[src/hw/frps_pkg.sv]
package frps_pkg;
  // Power-fail stop selection codes
  localparam logic [1:0] PFS_COAST = 2'h0;
  localparam logic [1:0] PFS_STOP = 2'h1;
  localparam logic [1:0] PFS_CONTINUE = 2'h2;
  // Restart coast time value meaning "automatic restart disabled"
  localparam logic [13:0] COAST_DISABLE = 14'h270f;
  // Output terminal function codes
  localparam logic [7:0] TERM_PFD_POS = 8'h2e;
  localparam logic [7:0] TERM_PFD_NEG = 8'h92;
  localparam logic [7:0] TERM_RETRY_POS = 8'h40;
  localparam logic [7:0] TERM_RETRY_NEG = 8'ha4;
  localparam int NUM_TERMS = 3;
  // Retry count limit encoding
  localparam logic [6:0] RETRY_MAX_DIRECT = 7'h0a;
  localparam logic [6:0] RETRY_FAULT_OUT_BASE = 7'h64;
  // Fault selection settings
  localparam logic [2:0] RSEL_ALL = 3'h0;
  localparam logic [2:0] RSEL_OC = 3'h1;
  localparam logic [2:0] RSEL_OV = 3'h2;
  localparam logic [2:0] RSEL_OC_OV = 3'h3;
  localparam logic [2:0] RSEL_NO_THERMAL = 3'h4;
  localparam logic [2:0] RSEL_OC_ACC_DEC = 3'h5;
  // Fault vector bit positions
  localparam int F_OC_ACC = 0;
  localparam int F_OC_CONST = 1;
  localparam int F_OC_DEC = 2;
  localparam int F_OV_ACC = 3;
  localparam int F_OV_CONST = 4;
  localparam int F_OV_DEC = 5;
  localparam int F_MOTOR_OL = 6;
  localparam int F_DRIVE_OL = 7;
  localparam int F_EXT_THERM = 8;
  localparam int F_PHASE_LOSS = 9;
  localparam int F_OTHER = 10;
  localparam int NUM_FAULTS = 11;
  // Timing: wait is set in 0.1 s units, tick is 0.1 s
  localparam int CLK_HZ = 20_000_000;
  localparam int TICK_MS = 100;
  localparam int TICK_CYCLES = CLK_HZ / 1000 * TICK_MS;
  localparam logic [11:0] WAIT_MAX = 12'he10;
  localparam logic [11:0] WAIT_MIN = 12'h001;
  localparam logic [11:0] WAIT_RESET = 12'h00a;
  localparam int SUCCESS_FACTOR = 4;
endpackage : frps_pkg

[src/hw/frps_tick_if.sv]
`timescale 1ns/1ps
interface frps_tick_if;
  logic tick;
  modport source (output tick);
  modport sink (input tick);
endinterface : frps_tick_if

[src/hw/frps_tick.sv]
`timescale 1ns/1ps
module frps_tick #(
  parameter int TICK_CYC = frps_pkg::TICK_CYCLES
) (
  // Clock and reset
  input wire logic clk,
  input wire logic arst_n,
  // Tick out
  frps_tick_if.source tk
);
  import frps_pkg::*;
  logic [21:0] count;
  always_ff @(posedge clk or negedge arst_n) begin
    if (!arst_n) begin
      count <= 22'h0;
      tk.tick <= 1'b0;
    end else if (count == 22'(TICK_CYC - 1)) begin
      count <= 22'h0;
      tk.tick <= 1'b1;
    end else begin
      count <= count + 22'h1;
      tk.tick <= 1'b0;
    end
  end
endmodule : frps_tick

[src/hw/frps_top.sv]
`timescale 1ns/1ps
// Summary of operation
// - Default selection: shut output, motor coasts
// - Power-fail decel holds bus down to 0 Hz
// - Mode 1: finish decel, restart needs start toggle
// - After power-fail stop, held start refused
// - Coast time set: use auto restart instead
// - Mode 2: power return re-accelerates to setpoint
// - Mode 2 start dropped: normal deceleration
// - Flag during power-fail decel and stop after
// - Flag on terminals coded 46 or 146
// - No power-fail stop when stopped or tripped
// - After wait, auto reset, restart at start freq
// - Count 0 disables; 1..10 direct retries
// - Retries exceeded: retry-excess trip, no more retries
// - Wait 0..360 s, default 1 s, zero means 0.1 s
// - Success after four waits fault-free, count up
// - Success clears consecutive failure count
// - Success count readable, zero write clears it
// - Retry flag on terminals coded 64 or 164
// - Fault selection chooses retry-eligible trips
// - Only the first fault of a sequence stored
// - Retry reset keeps thermal and brake data
// - Auto restart enabled: retry uses restart operation
module frps_top #(
  parameter int TICK_CYC = frps_pkg::TICK_CYCLES
) (
  // Clock and reset
  input wire logic clk,
  input wire logic arst_n,
  // Settings
  input wire logic [1:0] power_fail_stop_select,
  input wire logic [13:0] restart_coast_time,
  input wire logic [2:0] retry_fault_select,
  input wire logic [6:0] retry_count_limit,
  input wire logic [11:0] retry_wait_time,
  input wire logic [7:0] output_terminal_function_select [frps_pkg::NUM_TERMS],
  // Success counter access
  input wire logic retry_success_clear,
  // Power stage status and start inputs
  input wire logic forward_start_input,
  input wire logic reverse_start_input,
  input wire logic power_fail_detect,
  input wire logic freq_zero,
  input wire logic [frps_pkg::NUM_FAULTS-1:0] fault_code,
  // Commands to power stage
  output logic output_shutoff,
  output logic pf_decel_cmd,
  output logic normal_decel_cmd,
  output logic reaccel_cmd,
  output logic run_enable,
  output logic retry_restart,
  output logic flying_restart,
  output logic trip,
  output logic fault_output,
  output logic retry_excess_fault,
  output logic clear_thermal_data,
  // Status
  output logic power_fail_decel_flag,
  output logic retry_active_flag,
  output logic [frps_pkg::NUM_TERMS-1:0] terminal_out,
  output logic [15:0] retry_success_counter,
  output logic [frps_pkg::NUM_FAULTS-1:0] first_fault
);
  import frps_pkg::*;

  ////////////////////////////////////////////////////////////////////////////
  // Helpers

  function automatic logic fault_eligible(input logic [2:0] sel, input logic [NUM_FAULTS-1:0] f);
    logic oc;
    logic ov;
    logic therm;
    oc = f[F_OC_ACC] | f[F_OC_CONST] | f[F_OC_DEC];
    ov = f[F_OV_ACC] | f[F_OV_CONST] | f[F_OV_DEC];
    therm = f[F_MOTOR_OL] | f[F_DRIVE_OL] | f[F_EXT_THERM];
    unique case (sel)
      RSEL_ALL: fault_eligible = |f;
      RSEL_OC: fault_eligible = oc;
      RSEL_OV: fault_eligible = ov;
      RSEL_OC_OV: fault_eligible = oc | ov;
      RSEL_NO_THERMAL: fault_eligible = oc | ov | f[F_PHASE_LOSS] | f[F_OTHER];
      RSEL_OC_ACC_DEC: fault_eligible = f[F_OC_ACC] | f[F_OC_DEC];
      default: fault_eligible = 1'b0;
    endcase
  endfunction : fault_eligible

  function automatic logic term_drive(input logic [7:0] code, input logic [7:0] pos, input logic [7:0] neg,
                                      input logic flag);
    term_drive = (code == pos) ? flag : (code == neg) ? ~flag : 1'b0;
  endfunction : term_drive

  frps_tick_if tk_if ();
  frps_tick #(.TICK_CYC(TICK_CYC)) u_tick (.clk(clk), .arst_n(arst_n), .tk(tk_if));

  logic start_in;
  logic start_prev;
  logic start_rise;
  logic auto_restart_en;
  logic any_fault;
  logic [6:0] retry_limit;
  logic [11:0] wait_ticks;
  assign start_in = forward_start_input | reverse_start_input;
  assign start_rise = start_in & ~start_prev;
  assign auto_restart_en = restart_coast_time != COAST_DISABLE;
  assign any_fault = |fault_code;
  // Zero wait is treated as one tick; oversize settings are clamped
  assign wait_ticks = (retry_wait_time == 12'h0) ? WAIT_MIN :
                      (retry_wait_time > WAIT_MAX) ? WAIT_MAX : retry_wait_time;
  assign retry_limit = (retry_count_limit > RETRY_FAULT_OUT_BASE) ? retry_count_limit - RETRY_FAULT_OUT_BASE :
                       (retry_count_limit > RETRY_MAX_DIRECT) ? RETRY_MAX_DIRECT : retry_count_limit;

  always_ff @(posedge clk or negedge arst_n) begin
    if (!arst_n) begin
      start_prev <= 1'b0;
    end else begin
      start_prev <= start_in;
    end
  end

  ////////////////////////////////////////////////////////////////////////////
  // Sequencer

  typedef enum logic [2:0] {
    ST_STOP = 3'b000,
    ST_RUN = 3'b001,
    ST_PF_DECEL = 3'b011,
    ST_PF_HOLD = 3'b010,
    ST_RETRY_WAIT = 3'b110,
    ST_TRIP = 3'b111,
    ST_COAST = 3'b101
  } frps_state_type;

  frps_state_type state;
  frps_state_type next_state;
  logic [13:0] tick_cnt;
  logic [6:0] fail_cnt;
  logic in_retry;
  logic need_toggle;

  always_comb begin
    next_state = state;
    unique case (state)
      ST_STOP: begin
        if (any_fault) begin
          next_state = ST_TRIP;
        end else if (start_rise || (start_in && !need_toggle)) begin
          next_state = ST_RUN;
        end
      end
      ST_RUN: begin
        if (any_fault) begin
          if (fault_eligible(retry_fault_select, fault_code) && fail_cnt < retry_limit) begin
            next_state = ST_RETRY_WAIT;
          end else begin
            next_state = ST_TRIP;
          end
        end else if (power_fail_detect && !auto_restart_en) begin
          next_state = (power_fail_stop_select == PFS_COAST) ? ST_COAST : ST_PF_DECEL;
        end else if (!start_in) begin
          next_state = ST_STOP;
        end
      end
      ST_PF_DECEL: begin
        if (any_fault) begin
          next_state = ST_TRIP;
        end else if (power_fail_stop_select == PFS_CONTINUE && !power_fail_detect && start_in) begin
          next_state = ST_RUN;
        end else if (freq_zero) begin
          next_state = ST_PF_HOLD;
        end
      end
      ST_PF_HOLD: begin
        if (!power_fail_detect && start_rise) begin
          next_state = ST_RUN;
        end
      end
      ST_RETRY_WAIT: begin
        // The tick runs free, so one extra tick keeps the wait from falling short of the setting
        if (tk_if.tick && tick_cnt >= 14'(wait_ticks)) begin
          next_state = ST_RUN;
        end
      end
      ST_COAST: begin
        if (!power_fail_detect) begin
          next_state = ST_STOP;
        end
      end
      ST_TRIP: next_state = ST_TRIP;
      default: next_state = ST_STOP;
    endcase
  end

  always_ff @(posedge clk or negedge arst_n) begin
    if (!arst_n) begin
      state <= ST_STOP;
    end else begin
      state <= next_state;
    end
  end

  // A restart after a power-fail stop needs an off-then-on start
  always_ff @(posedge clk or negedge arst_n) begin
    if (!arst_n) begin
      need_toggle <= 1'b0;
    end else if (state == ST_PF_HOLD || state == ST_COAST) begin
      need_toggle <= 1'b1;
    end else if (!start_in) begin
      need_toggle <= 1'b0;
    end
  end

  ////////////////////////////////////////////////////////////////////////////
  // Retry timers and counters

  always_ff @(posedge clk or negedge arst_n) begin
    if (!arst_n) begin
      tick_cnt <= 14'h0;
    end else if (state != next_state) begin
      tick_cnt <= 14'h0;
    end else if (tk_if.tick && tick_cnt != 14'h3fff) begin
      tick_cnt <= tick_cnt + 14'h1;
    end
  end

  logic success_due;
  assign success_due = in_retry && state == ST_RUN && !any_fault && tk_if.tick &&
                       tick_cnt >= 14'(SUCCESS_FACTOR * int'(wait_ticks));

  always_ff @(posedge clk or negedge arst_n) begin
    if (!arst_n) begin
      in_retry <= 1'b0;
      fail_cnt <= 7'h0;
    end else if (state == ST_RUN && next_state == ST_RETRY_WAIT) begin
      in_retry <= 1'b1;
      fail_cnt <= fail_cnt + 7'h1;
    end else if (success_due || (state == ST_RUN && next_state == ST_STOP)) begin
      in_retry <= 1'b0;
      fail_cnt <= 7'h0;
    end
  end

  // A clear in the same cycle as an increment leaves the count at one
  always_ff @(posedge clk or negedge arst_n) begin
    if (!arst_n) begin
      retry_success_counter <= 16'h0;
    end else if (success_due) begin
      retry_success_counter <= (retry_success_clear ? 16'h0 : retry_success_counter) + 16'h1;
    end else if (retry_success_clear) begin
      retry_success_counter <= 16'h0;
    end
  end

  always_ff @(posedge clk or negedge arst_n) begin
    if (!arst_n) begin
      first_fault <= '0;
    end else if (state == ST_RUN && any_fault && !in_retry) begin
      first_fault <= fault_code;
    end
  end

  ////////////////////////////////////////////////////////////////////////////
  // Outputs

  always_ff @(posedge clk or negedge arst_n) begin
    if (!arst_n) begin
      output_shutoff <= 1'b1;
      pf_decel_cmd <= 1'b0;
      normal_decel_cmd <= 1'b0;
      reaccel_cmd <= 1'b0;
      run_enable <= 1'b0;
      retry_restart <= 1'b0;
      flying_restart <= 1'b0;
      trip <= 1'b0;
      fault_output <= 1'b0;
      retry_excess_fault <= 1'b0;
      clear_thermal_data <= 1'b1;
      power_fail_decel_flag <= 1'b0;
      retry_active_flag <= 1'b0;
    end else begin
      output_shutoff <= next_state inside {ST_STOP, ST_COAST, ST_TRIP, ST_RETRY_WAIT, ST_PF_HOLD};
      pf_decel_cmd <= next_state == ST_PF_DECEL;
      // Start dropped during a continuation outage falls back to normal decel
      normal_decel_cmd <= next_state == ST_PF_DECEL && power_fail_stop_select == PFS_CONTINUE && !start_in;
      reaccel_cmd <= state == ST_PF_DECEL && next_state == ST_RUN;
      run_enable <= next_state == ST_RUN;
      retry_restart <= state == ST_RETRY_WAIT && next_state == ST_RUN;
      flying_restart <= state == ST_RETRY_WAIT && next_state == ST_RUN && auto_restart_en;
      trip <= next_state == ST_TRIP;
      fault_output <= next_state == ST_TRIP ||
                      (next_state == ST_RETRY_WAIT && retry_count_limit > RETRY_FAULT_OUT_BASE);
      retry_excess_fault <= retry_excess_fault | (state == ST_RUN && any_fault &&
                            fault_eligible(retry_fault_select, fault_code) && in_retry &&
                            fail_cnt >= retry_limit && retry_limit != 7'h0);
      // Only power-on clears thermal data; retry resets leave it alone
      clear_thermal_data <= 1'b0;
      power_fail_decel_flag <= next_state inside {ST_PF_DECEL, ST_PF_HOLD};
      retry_active_flag <= next_state == ST_RETRY_WAIT || (in_retry && next_state == ST_RUN);
    end
  end

  for (genvar i = 0; i < NUM_TERMS; i++) begin : g_term
    always_ff @(posedge clk or negedge arst_n) begin
      if (!arst_n) begin
        terminal_out[i] <= 1'b0;
      end else begin
        terminal_out[i] <= term_drive(output_terminal_function_select[i], TERM_PFD_POS, TERM_PFD_NEG,
                                      power_fail_decel_flag) |
                           term_drive(output_terminal_function_select[i], TERM_RETRY_POS, TERM_RETRY_NEG,
                                      retry_active_flag);
      end
    end
  end

endmodule : frps_top

[config.mk]
export PLATFORM = sky130hd
export DESIGN_NAME = frps_top
export DESIGN_NICKNAME = d
export VERILOG_FILES = /design/src/hw/frps_pkg.sv /design/src/hw/frps_tick_if.sv /design/src/hw/frps_tick.sv /design/src/hw/frps_top.sv
export SDC_FILE = /design/constraint.sdc
export NUM_CORES = 1
export LEC_CHECK = 0
export ABC_AREA = 1
export BUFFER_PORTS_ARGS = -buffer_cell sky130_fd_sc_hd__buf_4
export CORE_MARGIN = 3
export CORE_UTILIZATION = 35
export CTS_CLUSTER_SIZE = 16
export DETAILED_ROUTE_END_ITERATION = 10
export SLEW_MARGIN = 10
export SYNTH_ARGS = -nofsm -noshare
export SYNTH_HDL_FRONTEND = slang
export SYNTH_SLANG_ARGS = --single-unit
[constraint.sdc]
create_clock -name clk -period 1.9 [get_ports clk]
set_input_delay 0.19 -clock clk [delete_from_list [all_inputs] [get_ports clk]]
set_output_delay 0.19 -clock clk [all_outputs]
set_load 0.05 [all_outputs]
---- Yosys cells after proc, flatten, opt, wreduce, memory -nomap -nowiden ----
Cells that the tools add are included.
cells by class
  magnitude comparators ................... 7
  reduce and logical (&&, ||, !) cells .... 49
  bitwise logic cells ..................... 17
  equal/unequal tests ..................... 35
  muxes and demuxes ....................... 46
  add/sub/neg operators ................... 5
operators by type and width
  kind                     count
  $eq A8 B8 Y1 const B     6
  $mux W3                  12
  $mux W16                 2
  $mux W14                 2
  $mux W7                  4
  $ne A14 B14 Y1 const B   2
  $logic_and A1 B1 Y1      27
  $eq A3 B3 Y1 const B     8
  $eq A8 B6 Y1 const B     3
  $eq A8 B7 Y1 const B     3
  $mux W12                 2
  $add A22 B1 Y22 const B  1
  $eq A22 B21 Y1 const B   1
  $mux W22                 1
  $pmux W3 S7              1
  $mux W1                  20
  $eq A3 B2 Y1 const B     6
  $add A16 B1 Y16 const B  1
  $add A14 B1 Y14 const B  1
  $ge A14 B12 Y1           1
  $ge A14 B14 Y1           1
  $or A1 B1 Y1             13
  $gt A12 B12 Y1 const B   1
  $logic_not A12 Y1        1
  other kinds (21)         39
storage, ports and cells
  register bits after elaboration ......... 93
  bits of input ports ..................... 80
  output and inout bits ................... 43
  word-level logic and storage cells ...... 185

---- Longest topological paths before layout ----
Gate-level depths: netlist of the first run.
  word-level depth ........................ 17
  gate-level depth with buffers ........... 22
  depth with buffers taken out ............ 22

---- Cells and area by module ----
From an unflattened synthesis of the first run, not the netlist that was laid out.
second synthesis, totals
  cell total of the unflattened synthesis .. 859
  area total of the unflattened synthesis .. 6454.9 sq um
modules (own cells, without submodules)
  module     cells each  area an instance (sq um)  sequential area each (sq um)  instances
  frps_top   689         5116.2                    1754.2                        1
  frps_tick  170         1338.8                    575.6                         1

---- Worst setup path before layout of the first run ----
OpenSTA, ideal clock, no wires.
  path type ............................... in2reg
  start point ............................. input port retry_wait_time[6]
  end point ............................... register fail_cnt[0]
  stages .................................. 21
  setup time .............................. 0.065 ns
  required time ........................... 1.835 ns
  arrival time ............................ 2.405 ns
  path buffers ............................ 0
  slack ................................... -0.571 ns
  cells stage by stage .................... nor4_1 -> o21ai_0 -> nand2_1 -> inv_1 -> nor2_1 -> ha_1 -> nand2_1 -> inv_1 -> nand2_1 -> nand3_1 -> nand2_1 -> nand3_1 -> nand2_1 -> nand2_1 -> nand2_4 -> inv_1 -> nor2_4 -> nand3_2 -> inv_2 -> nand2_1 -> nand2_1
on the way
  word-level cells in the longest chain between the ends .. 11
  elaborated cells between the ends (all ways) .. 17
  classes of those cells .................. 3 x order compare; 1 x eq/ne; 5 x mux; 8 x reduce/logical
RTL lines
  element                              RTL line         source
  from (decl)                          frps_top.sv:36   input wire logic [11:0] retry_wait_time,
  $gt A12 B12 Y1                       frps_top.sv:109  (retry_wait_time > WAIT_MAX) ? WAIT_MAX : retry_wait_time;
  $mux W12                             frps_top.sv:109
  $mux W12 *                           frps_top.sv:108  assign wait_ticks = (retry_wait_time == 12'h0) ? WAIT_MIN :
  $ge A14 B12 Y1 *                     frps_top.sv:180  if (tk_if.tick && tick_cnt >= 14'(wait_ticks)) begin
  $logic_and A1 B1 Y1 *                frps_top.sv:180
  $mux W3 *                            frps_top.sv:180
  $pmux W3 S7 *                        frps_top.sv:143  unique case (state)
  named net next_state[1]              frps_top.sv:135  frps_state_type next_state;
  $logic_not A3 Y1                     frps_top.sv:237  end else if (success_due || (state == ST_RUN && next_state == ST_STOP)) begin
  $logic_and A1 B1 Y1                  frps_top.sv:237
  $logic_or A1 B1 Y1                   frps_top.sv:237
  $reduce_bool A2 Y1 (no source line)  -
  to (signal assigned)                 frps_top.sv:236  fail_cnt <= fail_cnt + 7'h1;
  to (decl)                            frps_top.sv:137  logic [6:0] fail_cnt;
Mark *: on every way through the listed nets, which the timed path passes. The rest lies on a longest branch.
A chain may end at the register's enable or synchronous reset.

---- Final worst setup path of the first run ----
  start point ............................. input port retry_wait_time[8]
  end point ............................... register fail_cnt[2]
Same word-level chain as after synthesis.

==> key figures, run 1 <==
STA
  – Share of the clock period used by the worst path: 125%
  – Unrepaired setup endpoints after global routing: true
  – Clk_skew: 6.31 ps
  – Min setup slack post-route: -475 ps
  – Worst hold slack: 43.3 ps
  – Endpoints failing hold: 0
  – Fmax: 421 MHz
  – Worst Max-Slew Pin Slew: 505 ps
  – Final setup violation count: 51
  – Fin. max-slew vios: 0
  – Headroom to the max-slew limit: 66.4%
  – Setup TNS Final: -19040 ps
  – Min cycle time layout: 2380 ps

Critical path
  – Max FO, Critical Path: 7
  – Worst r2r path cells: 16
  – WS Path Type: in -> reg
  – Data arrival, critical path: 2660 ps
  – Worst setup SP type: input port
  – Crit path from: retry_wait_time[8]
  – Critical Path Sink Type: register
  – Reg-to-reg setup timing slack: -290 ps
  – R2R Path End: fail_cnt[2]
  – WP data required: 2190 ps
  – Crit path to: fail_cnt[2]
  – Worst reg2reg path startpoint: tick_cnt[9]

Synth
  – Syn Area/Cell: 7.48 sq um
  – Number of synthesized flops with an enable pin: 0
  – Count leader, synth: nand2_1
  – FF+latch count, synth: 93
  – Syn nets: 936
  – Post-synthesis cell count: 818
  – Yosys warns: 0
  – Predominant post-synthesis flop cell: dfrtp_1
  – Largest area contributor in the synthesized netlist: dfrtp_1
  – Register area share after synthesis: 38.1%
  – Area share of the largest cell type after synthesis: 37.2%
  – Area contributors post-synth: dfrtp_1 37%, nand2_1 9.7%, inv_1 7.8%
  – Ys async rst share: 100%
  – Post-synth cell types: 45
  – List of most frequent post-synthesis cells: 158 x nand2_1, 128 x inv_1, 118 x nor2_1, 91 x dfrtp_1, 53 x nand3_1
  – Syn Std Cell Area: 0.00612 sq mm

Placement
  – DP Worst Slack: -806 ps
  – Detailed placement HPWL: 12900 microns
  – DP Cell Count: 1267
  – Placement Cell Area: 0.00827 sq mm
  – GPL Wtd Cong: 0.884
  – Number of I/O port buffers: 122

CTS
  – Clk_lat worst skew: 350 ps
  – CTS Sinks: 93
  – Htree depth: 3
  – Root Buffer: clkbuf_16
  – Clk buf depth: 2
  – CTS clk-pin slew, worst paths: 70 ps
  – Inserted Clock Buffers: 9
  – CTS tree: yes

Outcome
  – Violated checks: negative setup slack
  – Status: finished with violations

Cells and area
  – Net count, final: 1195
  – Layout cells sized above 1: 35.7%
  – Post-Layout Cell Count: 1301
  – Antenna Cells: 0
  – Final Util: 54.7%
  – Post-route cell area: 0.00924 sq mm
  – Area Overhead vs Synth: 50.8%

GRT
  – Vias in the first global route: 6065
  – Largest net degree at the start of global routing: 39
  – Total GRT Usage: 17.6%
  – Gr ovfl total: 0
  – Initial antenna violation count: 0
  – Global-route wire length before repair: 28500 microns

Hold path
  – Hold Crit Class: in -> reg
  – Hold path start: output_terminal_function_select[13]

Die
  – Starting Density: 36.3%
  – Placeable Area: 0.0169 sq mm
  – Top Ports: 123
  – Chip Height: 138 microns
  – Die width: 138 microns
  – Site row count: 47
  – Total Die Area: 0.0191 sq mm

Power
  – Total power after layout: 8.55 mW
  – Clk network pwr share: 23.9%
  – P_sw: 3.33 mW
  – Leak: 4.62 nW
  – Switching Share: 38.9%
  – Internal power: 5.23 mW
  – Pwr per Cell Area: 926 mW/mm^2
  – Gate power share: 47.5%
  – Reg power frac: 28.5%
  – Peak VDD IR: 0.682 mV

Job
  – Max Cap Viol: 0

Routing
  – WL per Instance: 13.0 microns
  – Routed wire length: 16900 microns
  – Via Count: 6148
  – Drt initial violations: 242
  – DRC: 0
  – DR pass1 iterations: 4
  – Vias per cell: 4.73
  – Routed Antenna Nets: 0
routing by layer:
layer,track usage (%),part of all wire (%),vias to the layer above
li1,-,-,3186
met1,23.3,45,2831
met2,29.7,49,110
met3,2.38,3.1,21
met4,6.29,2.2,0
met5,0,0,-
layout make-up:
cell class,count,area (sq um)
clock buffers,10,229
clock inverters,5,100
fillers,1581,7640
inverters,133,524
multi-input cells,588,3770
flip-flops and latches,93,2330
well taps,220,275
repair buffers,252,2000
cells in the final DEF (no fill, tap or decap), types with 6 or more instances in the layout:
master | synthesis | layout
ha_4 | 0 | 10
buf_6 | 1 | 13
nor2_2 | 0 | 17
dfrtp_1 | 91 | 91
buf_4 | 0 | 232
xnor2_1 | 13 | 12
nor2_1 | 118 | 94
nand2_1 | 158 | 132
nand2_2 | 2 | 23
nand3_1 | 53 | 47
ha_1 | 38 | 26
nor3_2 | 2 | 6
xor2_1 | 33 | 32
nand4_1 | 26 | 26
clkbuf_16 | 0 | 9
mux2_2 | 7 | 7
nand2_4 | 1 | 6
o21ai_0 | 35 | 21
a21oi_1 | 26 | 22
o21ai_1 | 1 | 11
inv_1 | 128 | 121
nor2_4 | 2 | 9
nor3_1 | 32 | 28
sequential cells by signal, indices dropped and copies added, names as in the netlist, 3 cells and up:
| name | count |
|---|---|
| fail_cnt | 7 |
| first_fault | 11 |
| retry_success_counter | 16 |
| state | 3 |
| terminal_out | 3 |
| tick_cnt | 14 |
| u_tick.count | 22 |
worst min-delay path by stage:
stage                      endpoint  slack [ps]  cells past startpoint
global placement    terminal_out[0]         200                      1
CTS                 terminal_out[1]          30                      2
detailed placement  terminal_out[0]         200                      1
finish              terminal_out[1]          40                      2
global route        terminal_out[1]          60                      2
floorplan               fail_cnt[0]        -110                      0
critical path: stages:
cell and delay (ps):
buf_8 100, nor4_4 290, o21ai_1 140, nand2_2 170, buf_12 150, inv_8 40, nor2_4 100, ha_4 210
nand2_4 70, inv_1 40, nand2_1 50, nand3_1 70, nand2_1 80, nand3_2 110, nand2_2 90, nand2_4 60
nand2_4 100, inv_4 60, nor2_4 160, nand3_4 150, inv_6 120, nand2_1 50, nand2_1 60
power by group through the flow:
stage          Combinational, mW  Clock, mW  Sequential, mW
2_1_floorplan               1.43          0            2.99
3_3_place_gp                3.38          0            2.48
3_5_place_dp                3.41          0            2.47
4_1_cts                     3.81       2.10            2.44
5_1_grt                     4.37       2.19            2.48
6_report                    4.06       2.05            2.44
cell families (layout without fill, tap and decap cells):
| kind of cell | Yosys count | count (layout) | synth area share (%) |
|---|---|---|---|
| mux | 7 | 7 | 1.29 |
| other cells | 2 | 2 | 0.123 |
| fa+ha+maj | 38 | 38 | 7.77 |
| compound gates | 77 | 77 | 6.99 |
| flops | 93 | 93 | 38.1 |
| buf+inv | 138 | 400 | 8.62 |
| xor+xnor | 46 | 46 | 6.58 |
| simple gates | 417 | 418 | 30.6 |
repair_timing:
action / in CTS / in global routing
pin swaps: 32 / 26
gates resized for setup: 60 / 68
setup buffers: 11 / 4
hold buffers: 2 / 0
cloned: 2 / 0
endpoints found under the setup margin: 49 / 59
hold endpoints to repair: 33 / 0
(Power assumes the default switching activity.)
==> inputs of run 2 (changes only) <==
--- a/config.mk
+++ b/config.mk
@@ -5,7 +5,6 @@
 export SDC_FILE = /design/constraint.sdc
 export NUM_CORES = 1
 export LEC_CHECK = 0
-export ABC_AREA = 1
 export BUFFER_PORTS_ARGS = -buffer_cell sky130_fd_sc_hd__buf_4
 export CORE_MARGIN = 3
 export CORE_UTILIZATION = 35
==> key figures, run 2 <==
Outcome
  – Status: finished with violations
  – Violated checks: negative setup slack

CTS
  – Clk buf depth: 2
  – Inserted Clock Buffers: 9
  – Htree depth: 3
  – CTS tree: yes
  – CTS Sinks: 93
  – Root Buffer: clkbuf_16
  – CTS clk-pin slew, worst paths: 70 ps
  – Clk_lat worst skew: 350 ps

GRT
  – Largest net degree at the start of global routing: 40
  – Total GRT Usage: 18.3%
  – Global-route wire length before repair: 27000 microns
  – Vias in the first global route: 5724
  – Gr ovfl total: 0
  – Initial antenna violation count: 0

Synth
  – Largest family of logic cells by synthesized area: simple AND/OR/NAND/NOR gates
  – Syn Std Cell Area: 0.00569 sq mm
  – Adder-cell share of the synthesized area: 8.35%
  – Largest area contributor in the synthesized netlist: dfrtp_1
  – Number of synthesized flops with an enable pin: 0
  – Predominant post-synthesis flop cell: dfrtp_1
  – Yosys warns: 0
  – Area share of the largest cell type after synthesis: 40.0%
  – FF+latch count, synth: 93
  – List of most frequent post-synthesis cells: 91 x dfrtp_1, 64 x nor2_1, 49 x nand2_1, 38 x ha_1, 30 x xor2_1
  – Count leader, synth: dfrtp_1
  – Post-Synth Simple-Gate Area: 24.1%
  – Syn nets: 715
  – Post-synth cell types: 67
  – Area contributors post-synth: dfrtp_1 40%, ha_1 8.4%, xor2_1 4.6%
  – Post-synthesis cell count: 597
  – Synth Area in XOR/XNOR: 7.08%
  – Register area share after synthesis: 40.9%
  – Syn Area/Cell: 9.53 sq um
  – Mux contribution to synthesized area: 2.37%
  – Synth Area in Compound Gates: 13.9%
  – Ys async rst share: 100%

Hold path
  – Hold depth: 2
  – Hold Crit Class: in -> reg

Job
  – Max Cap Viol: 0

Placement
  – DP Cell Count: 1050
  – Placement Cell Area: 0.00792 sq mm
  – Number of I/O port buffers: 122
  – DP Worst Slack: -1210 ps
  – Detailed placement HPWL: 12700 microns
  – GPL Wtd Cong: 0.976

STA
  – Min cycle time layout: 2770 ps
  – Endpoints failing hold: 0
  – Min setup slack post-route: -871 ps
  – Clk_skew: 6.55 ps
  – Unrepaired setup endpoints after global routing: true
  – Fmax: 361 MHz
  – Headroom to the max-slew limit: 61.7%
  – Share of the clock period used by the worst path: 146%
  – Final setup violation count: 51
  – Fin. max-slew vios: 0
  – Worst Max-Slew Pin Slew: 565 ps

Cells and area
  – Final Util: 56.4%
  – Largest Register: u_tick.count
  – Max reg flops: 22
  – Antenna Cells: 0
  – Area Overhead vs Synth: 54.0%
  – Top Registers: u_tick.count (22), retry_success_counter (16), tick_cnt (14)
  – Post-Layout Cell Count: 1085
  – Net count, final: 987
  – Commonest non-fill, non-tap cell in the layout: buf_4
  – Layout cells sized above 1: 43.8%
  – Commonest non-fill, non-tap cells in the layout: 252 x buf_4, 90 x dfrtp_1, 58 x nor2_1
  – Post-route cell area: 0.00877 sq mm

Power
  – P_sw: 3.40 mW
  – Switching Share: 40.4%
  – Pwr per Cell Area: 961 mW/mm^2
  – Peak VDD IR: 1.16 mV
  – Clk network pwr share: 21.2%
  – Internal power: 5.02 mW
  – Reg power frac: 29.3%
  – Leak: 4.14 nW
  – Gate power share: 49.5%

Routing
  – WL per Instance: 15.3 microns
  – Vias per cell: 5.19
  – Via Count: 5635
  – Routed wire length: 16600 microns
  – DRC: 0
  – DR pass1 iterations: 5
  – Routed Antenna Nets: 0
  – Drt initial violations: 270

Die
  – Top Ports: 123
  – Placeable Area: 0.0155 sq mm
  – Site row count: 45
  – Starting Density: 36.6%
  – Die width: 134 microns
  – Chip Height: 134 microns
  – Total Die Area: 0.0178 sq mm

Critical path
  – Reg-to-reg setup timing slack: -610 ps
  – Worst setup SP type: input port
  – WS Path Type: in -> reg
  – Max FO, Critical Path: 7
  – WP data required: 2140 ps
  – Critical Path Sink Type: register
  – Worst r2r path cells: 10
  – Data arrival, critical path: 3010 ps
run 2: cell types whose count changed in the layout (fill, tap and decap cells not counted), moves of 15 or more:
cell	previous run	this run
buf_4	232	252
inv_1	121	24
nand2_1	132	45
nand2_2	23	3
nand3_1	47	18
nor2_1	94	58
nor2_2	17	2
nor3_1	28	10
run 2: worst paths after layout:
kind	startpoint	endpoint
max	retry_wait_time[0]	tick_cnt[12]
min	output_terminal_function_select[22]	terminal_out[0]
max reg2reg	tick_cnt[11]	tick_cnt[12]
min reg2reg	u_tick.count[0]	u_tick.count[0]
max in group asynchronous	arst_n	output_shutoff
min in group asynchronous	arst_n	first_fault[2]
run 2: area by class of cell:
cell class / instances / area (sq um)
fillers: 1346 / 6770
multi-input cells: 466 / 3610
flip-flops and latches: 93 / 2330
repair buffers: 273 / 2170
well taps: 211 / 264
clock buffers: 10 / 239
inverters: 26 / 103
clock inverters: 6 / 51.3
run 2: critical path: stages:
cell,delay [ps]
buf_6,90
or4_4,530
a21oi_4,140
a21o_1,180
nand2_2,90
ha_4,210
o211ai_1,220
a21oi_2,70
o211ai_1,250
o2111ai_2,260
nor3b_4,230
o22ai_4,260
clkbuf_16,230
nor3_2,50
run 2: repair_timing:
| item | 4_1_cts | 5_1_grt |
|---|---|---|
| hold buffers | 4 | 0 |
| gates cloned | 0 | 2 |
| resized for setup | 30 | 57 |
| pin swaps | 17 | 15 |
| endpoints found under the setup margin | 62 | 75 |
| buffers inserted | 6 | 10 |
| hold endpoints to repair | 29 | 0 |
run 2: cell families after synthesis:
kind of cell    count (synthesis)
compound gates                111
xor+xnor                       46
fa+ha+maj                      38
buf+inv                        38
flops                          93
mux                            12
other cells                     2
simple gates                  257
run 2: routing by layer:
| metal | global-route usage [%] | wire length, microns |
|---|---|---|
| met1 | 23.4 | 7360 |
| met2 | 31.2 | 8090 |
| met3 | 3.29 | 863 |
| met4 | 6.17 | 318 |
| met5 | 0 | 0 |
run 2: power by group through the flow:
stage               sequential (mW)  clock (mW)  combinational, mW
floorplan                      3.11           0               1.39
global placement               2.48           0               3.38
detailed placement             2.49           0               3.42
CTS                            2.46        1.84               3.68
global route                   2.50        1.91               4.44
finish                         2.47        1.79               4.17
run 2: metrics by stage:
stage	hold WS (ps)	setup TNS, ps	power [mW]
finish	39.3	-33310	8.43
global route	41.3	-41380	8.86
CTS	20.7	-30630	7.98
detailed placement	148	-52780	5.92
global placement	142	-48920	5.86
floorplan	-106	-31180	4.49
==> inputs of run 3 (changes only) <==
--- a/config.mk
+++ b/config.mk
@@ -7,7 +7,7 @@
 export LEC_CHECK = 0
 export BUFFER_PORTS_ARGS = -buffer_cell sky130_fd_sc_hd__buf_4
 export CORE_MARGIN = 3
-export CORE_UTILIZATION = 35
+export CORE_UTILIZATION = 40
 export CTS_CLUSTER_SIZE = 16
 export DETAILED_ROUTE_END_ITERATION = 10
 export SLEW_MARGIN = 10
==> key figures, run 3 (synthesis results as in run 2) <==
GRT
  – Gr ovfl total: 0
  – Vias in the first global route: 5569
  – Total GRT Usage: 20.4%
  – Largest net degree at the start of global routing: 41
  – Global-route wire length before repair: 26700 microns
  – Initial antenna violation count: 0

Placement
  – Number of I/O port buffers: 122
  – DP Worst Slack: -1170 ps
  – GPL Wtd Cong: 0.995
  – Detailed placement HPWL: 12200 microns

Critical path
  – Crit path from: retry_wait_time[3]
  – WP data required: 2180 ps
  – Data arrival, critical path: 3030 ps
  – Max FO, Critical Path: 4
  – Worst r2r path cells: 10
  – WS Path Type: in -> reg
  – Reg-to-reg setup timing slack: -590 ps
  – Worst setup SP type: input port
  – R2R Path End: tick_cnt[9]
  – Worst reg2reg path startpoint: tick_cnt[9]
  – Critical Path Sink Type: register

Die
  – Starting Density: 42.0%
  – Chip Height: 125 microns
  – Placeable Area: 0.0136 sq mm
  – Total Die Area: 0.0157 sq mm
  – Site row count: 42
  – Top Ports: 123
  – Die width: 125 microns

Outcome
  – Violated checks: negative setup slack
  – Status: finished with violations

CTS
  – CTS clk-pin slew, worst paths: 70 ps
  – Clk_lat worst skew: 350 ps
  – Htree depth: 3
  – Clk buf depth: 2
  – CTS tree: yes
  – Inserted Clock Buffers: 9
  – Root Buffer: clkbuf_16
  – CTS Sinks: 93

STA
  – Fin. max-slew vios: 0
  – Min setup slack post-route: -853 ps
  – Min cycle time layout: 2750 ps
  – Headroom to the max-slew limit: 60.8%
  – Unrepaired setup endpoints after global routing: true
  – Worst Max-Slew Pin Slew: 580 ps
  – Fmax: 363 MHz
  – Share of the clock period used by the worst path: 145%
  – Endpoints failing hold: 0
  – Clk_skew: 8.56 ps
  – Setup TNS Final: -35160 ps
  – Final setup violation count: 51

Routing
  – Via Count: 5560
  – Vias per cell: 5.31
  – DR pass1 iterations: 5
  – Routed wire length: 16100 microns
  – Routed Antenna Nets: 0
  – Drt initial violations: 226
  – WL per Instance: 15.3 microns
  – DRC: 0

Cells and area
  – Commonest non-fill, non-tap cells in the layout: 248 x buf_4, 90 x dfrtp_1, 61 x nor2_1
  – Net count, final: 985
  – Layout cells sized above 1: 42.8%
  – Commonest non-fill, non-tap cell in the layout: buf_4
  – Max reg flops: 22
  – Number of fillers in the final layout: 1138
  – Area Overhead vs Synth: 51.9%
  – Antenna Cells: 0
  – Largest Register: u_tick.count
  – Top Registers: u_tick.count (22), retry_success_counter (16), tick_cnt (14)

Job
  – Max Cap Viol: 0

Power
  – Leak: 4.09 nW
  – Pwr per Cell Area: 949 mW/mm^2
  – Total power after layout: 8.21 mW
  – Peak VDD IR: 0.641 mV

Hold path
  – Hold EP: terminal_out[0]
  – Hold depth: 2
  – Hold path start: output_terminal_function_select[22]
  – Hold Crit Class: in -> reg
==> run 3: cell types whose count changed in the layout (fill, tap and decap cells not counted), sizes merged <==
cell and change:
clkinv -1, buf -2, clkinvlp +1
==> run 3: worst max path at each step <==
stage	to	slack [ps]	depth (start not counted)
floorplan	tick_cnt[10]	-880	13
finish	retry_success_counter[6]	-850	13
CTS	retry_success_counter[6]	-740	14
global placement	tick_cnt[2]	-1080	16
global route	tick_cnt[8]	-970	14
detailed placement	tick_cnt[0]	-1170	15
==> run 3: through the flow <==
stage	utilization (%)	hold slack, ps	cells	instance area (sq um)
6_report	63.8	23.2	1048	8650
5_1_grt	63.8	30.1	1048	8650
4_1_cts	62.1	12.8	1044	8430
3_5_place_dp	58.3	205	1020	7910
3_3_place_gp	58.3	215	1020	7910
2_1_floorplan	-	-106	597	5790
==> run 3: final cells by class <==
| class | instances | area [sq um] | share of cell area (%) |
|---|---|---|---|
| multi-input cells | 466 | 3550 | 41.1 |
| flip-flops and latches | 93 | 2330 | 27.0 |
| well taps | 176 | 220 | 2.55 |
| clock buffers | 10 | 229 | 2.65 |
| inverters | 26 | 103 | 1.19 |
| repair buffers | 271 | 2170 | 25.1 |
| clock inverters | 6 | 46.3 | 0.535 |
==> run 3: routing by layer <==
layer / GRT usage [%] / up-vias / routed length [microns]
met3: 3.71 / 25 / 799
met2: 33.3 / 155 / 7560
met5: 0 / - / 0
met4: 6.95 / 0 / 325
li1: - / 2718 / -
met1: 27.5 / 2662 / 7400
==> run 3: critical path, stage by stage <==
cell and delay (ps):
buf_6 90, or4_4 540, a21oi_4 170, a21o_1 190, nand2_1 140, ha_1 340
nand3_2 80, o221ai_2 200, a31oi_2 150, o22ai_4 260, nand3_2 150, or3_4 390
a21oi_2 130
==> run 3: where the power goes <==
group / total [mW] / internal [mW] / switching, mW
Clock: 1.72 / 0.903 / 0.814
Sequential: 2.46 / 2.26 / 0.200
Combinational: 4.02 / 1.81 / 2.22
==> run 3: what timing repair did <==
item	in CTS	in global routing
setup endpoints to repair	63	74
pin swaps	18	5
buffers inserted	2	4
hold buffers	4	0
gates resized for setup	31	41
endpoints found under the hold margin	38	0
gates cloned	2	1
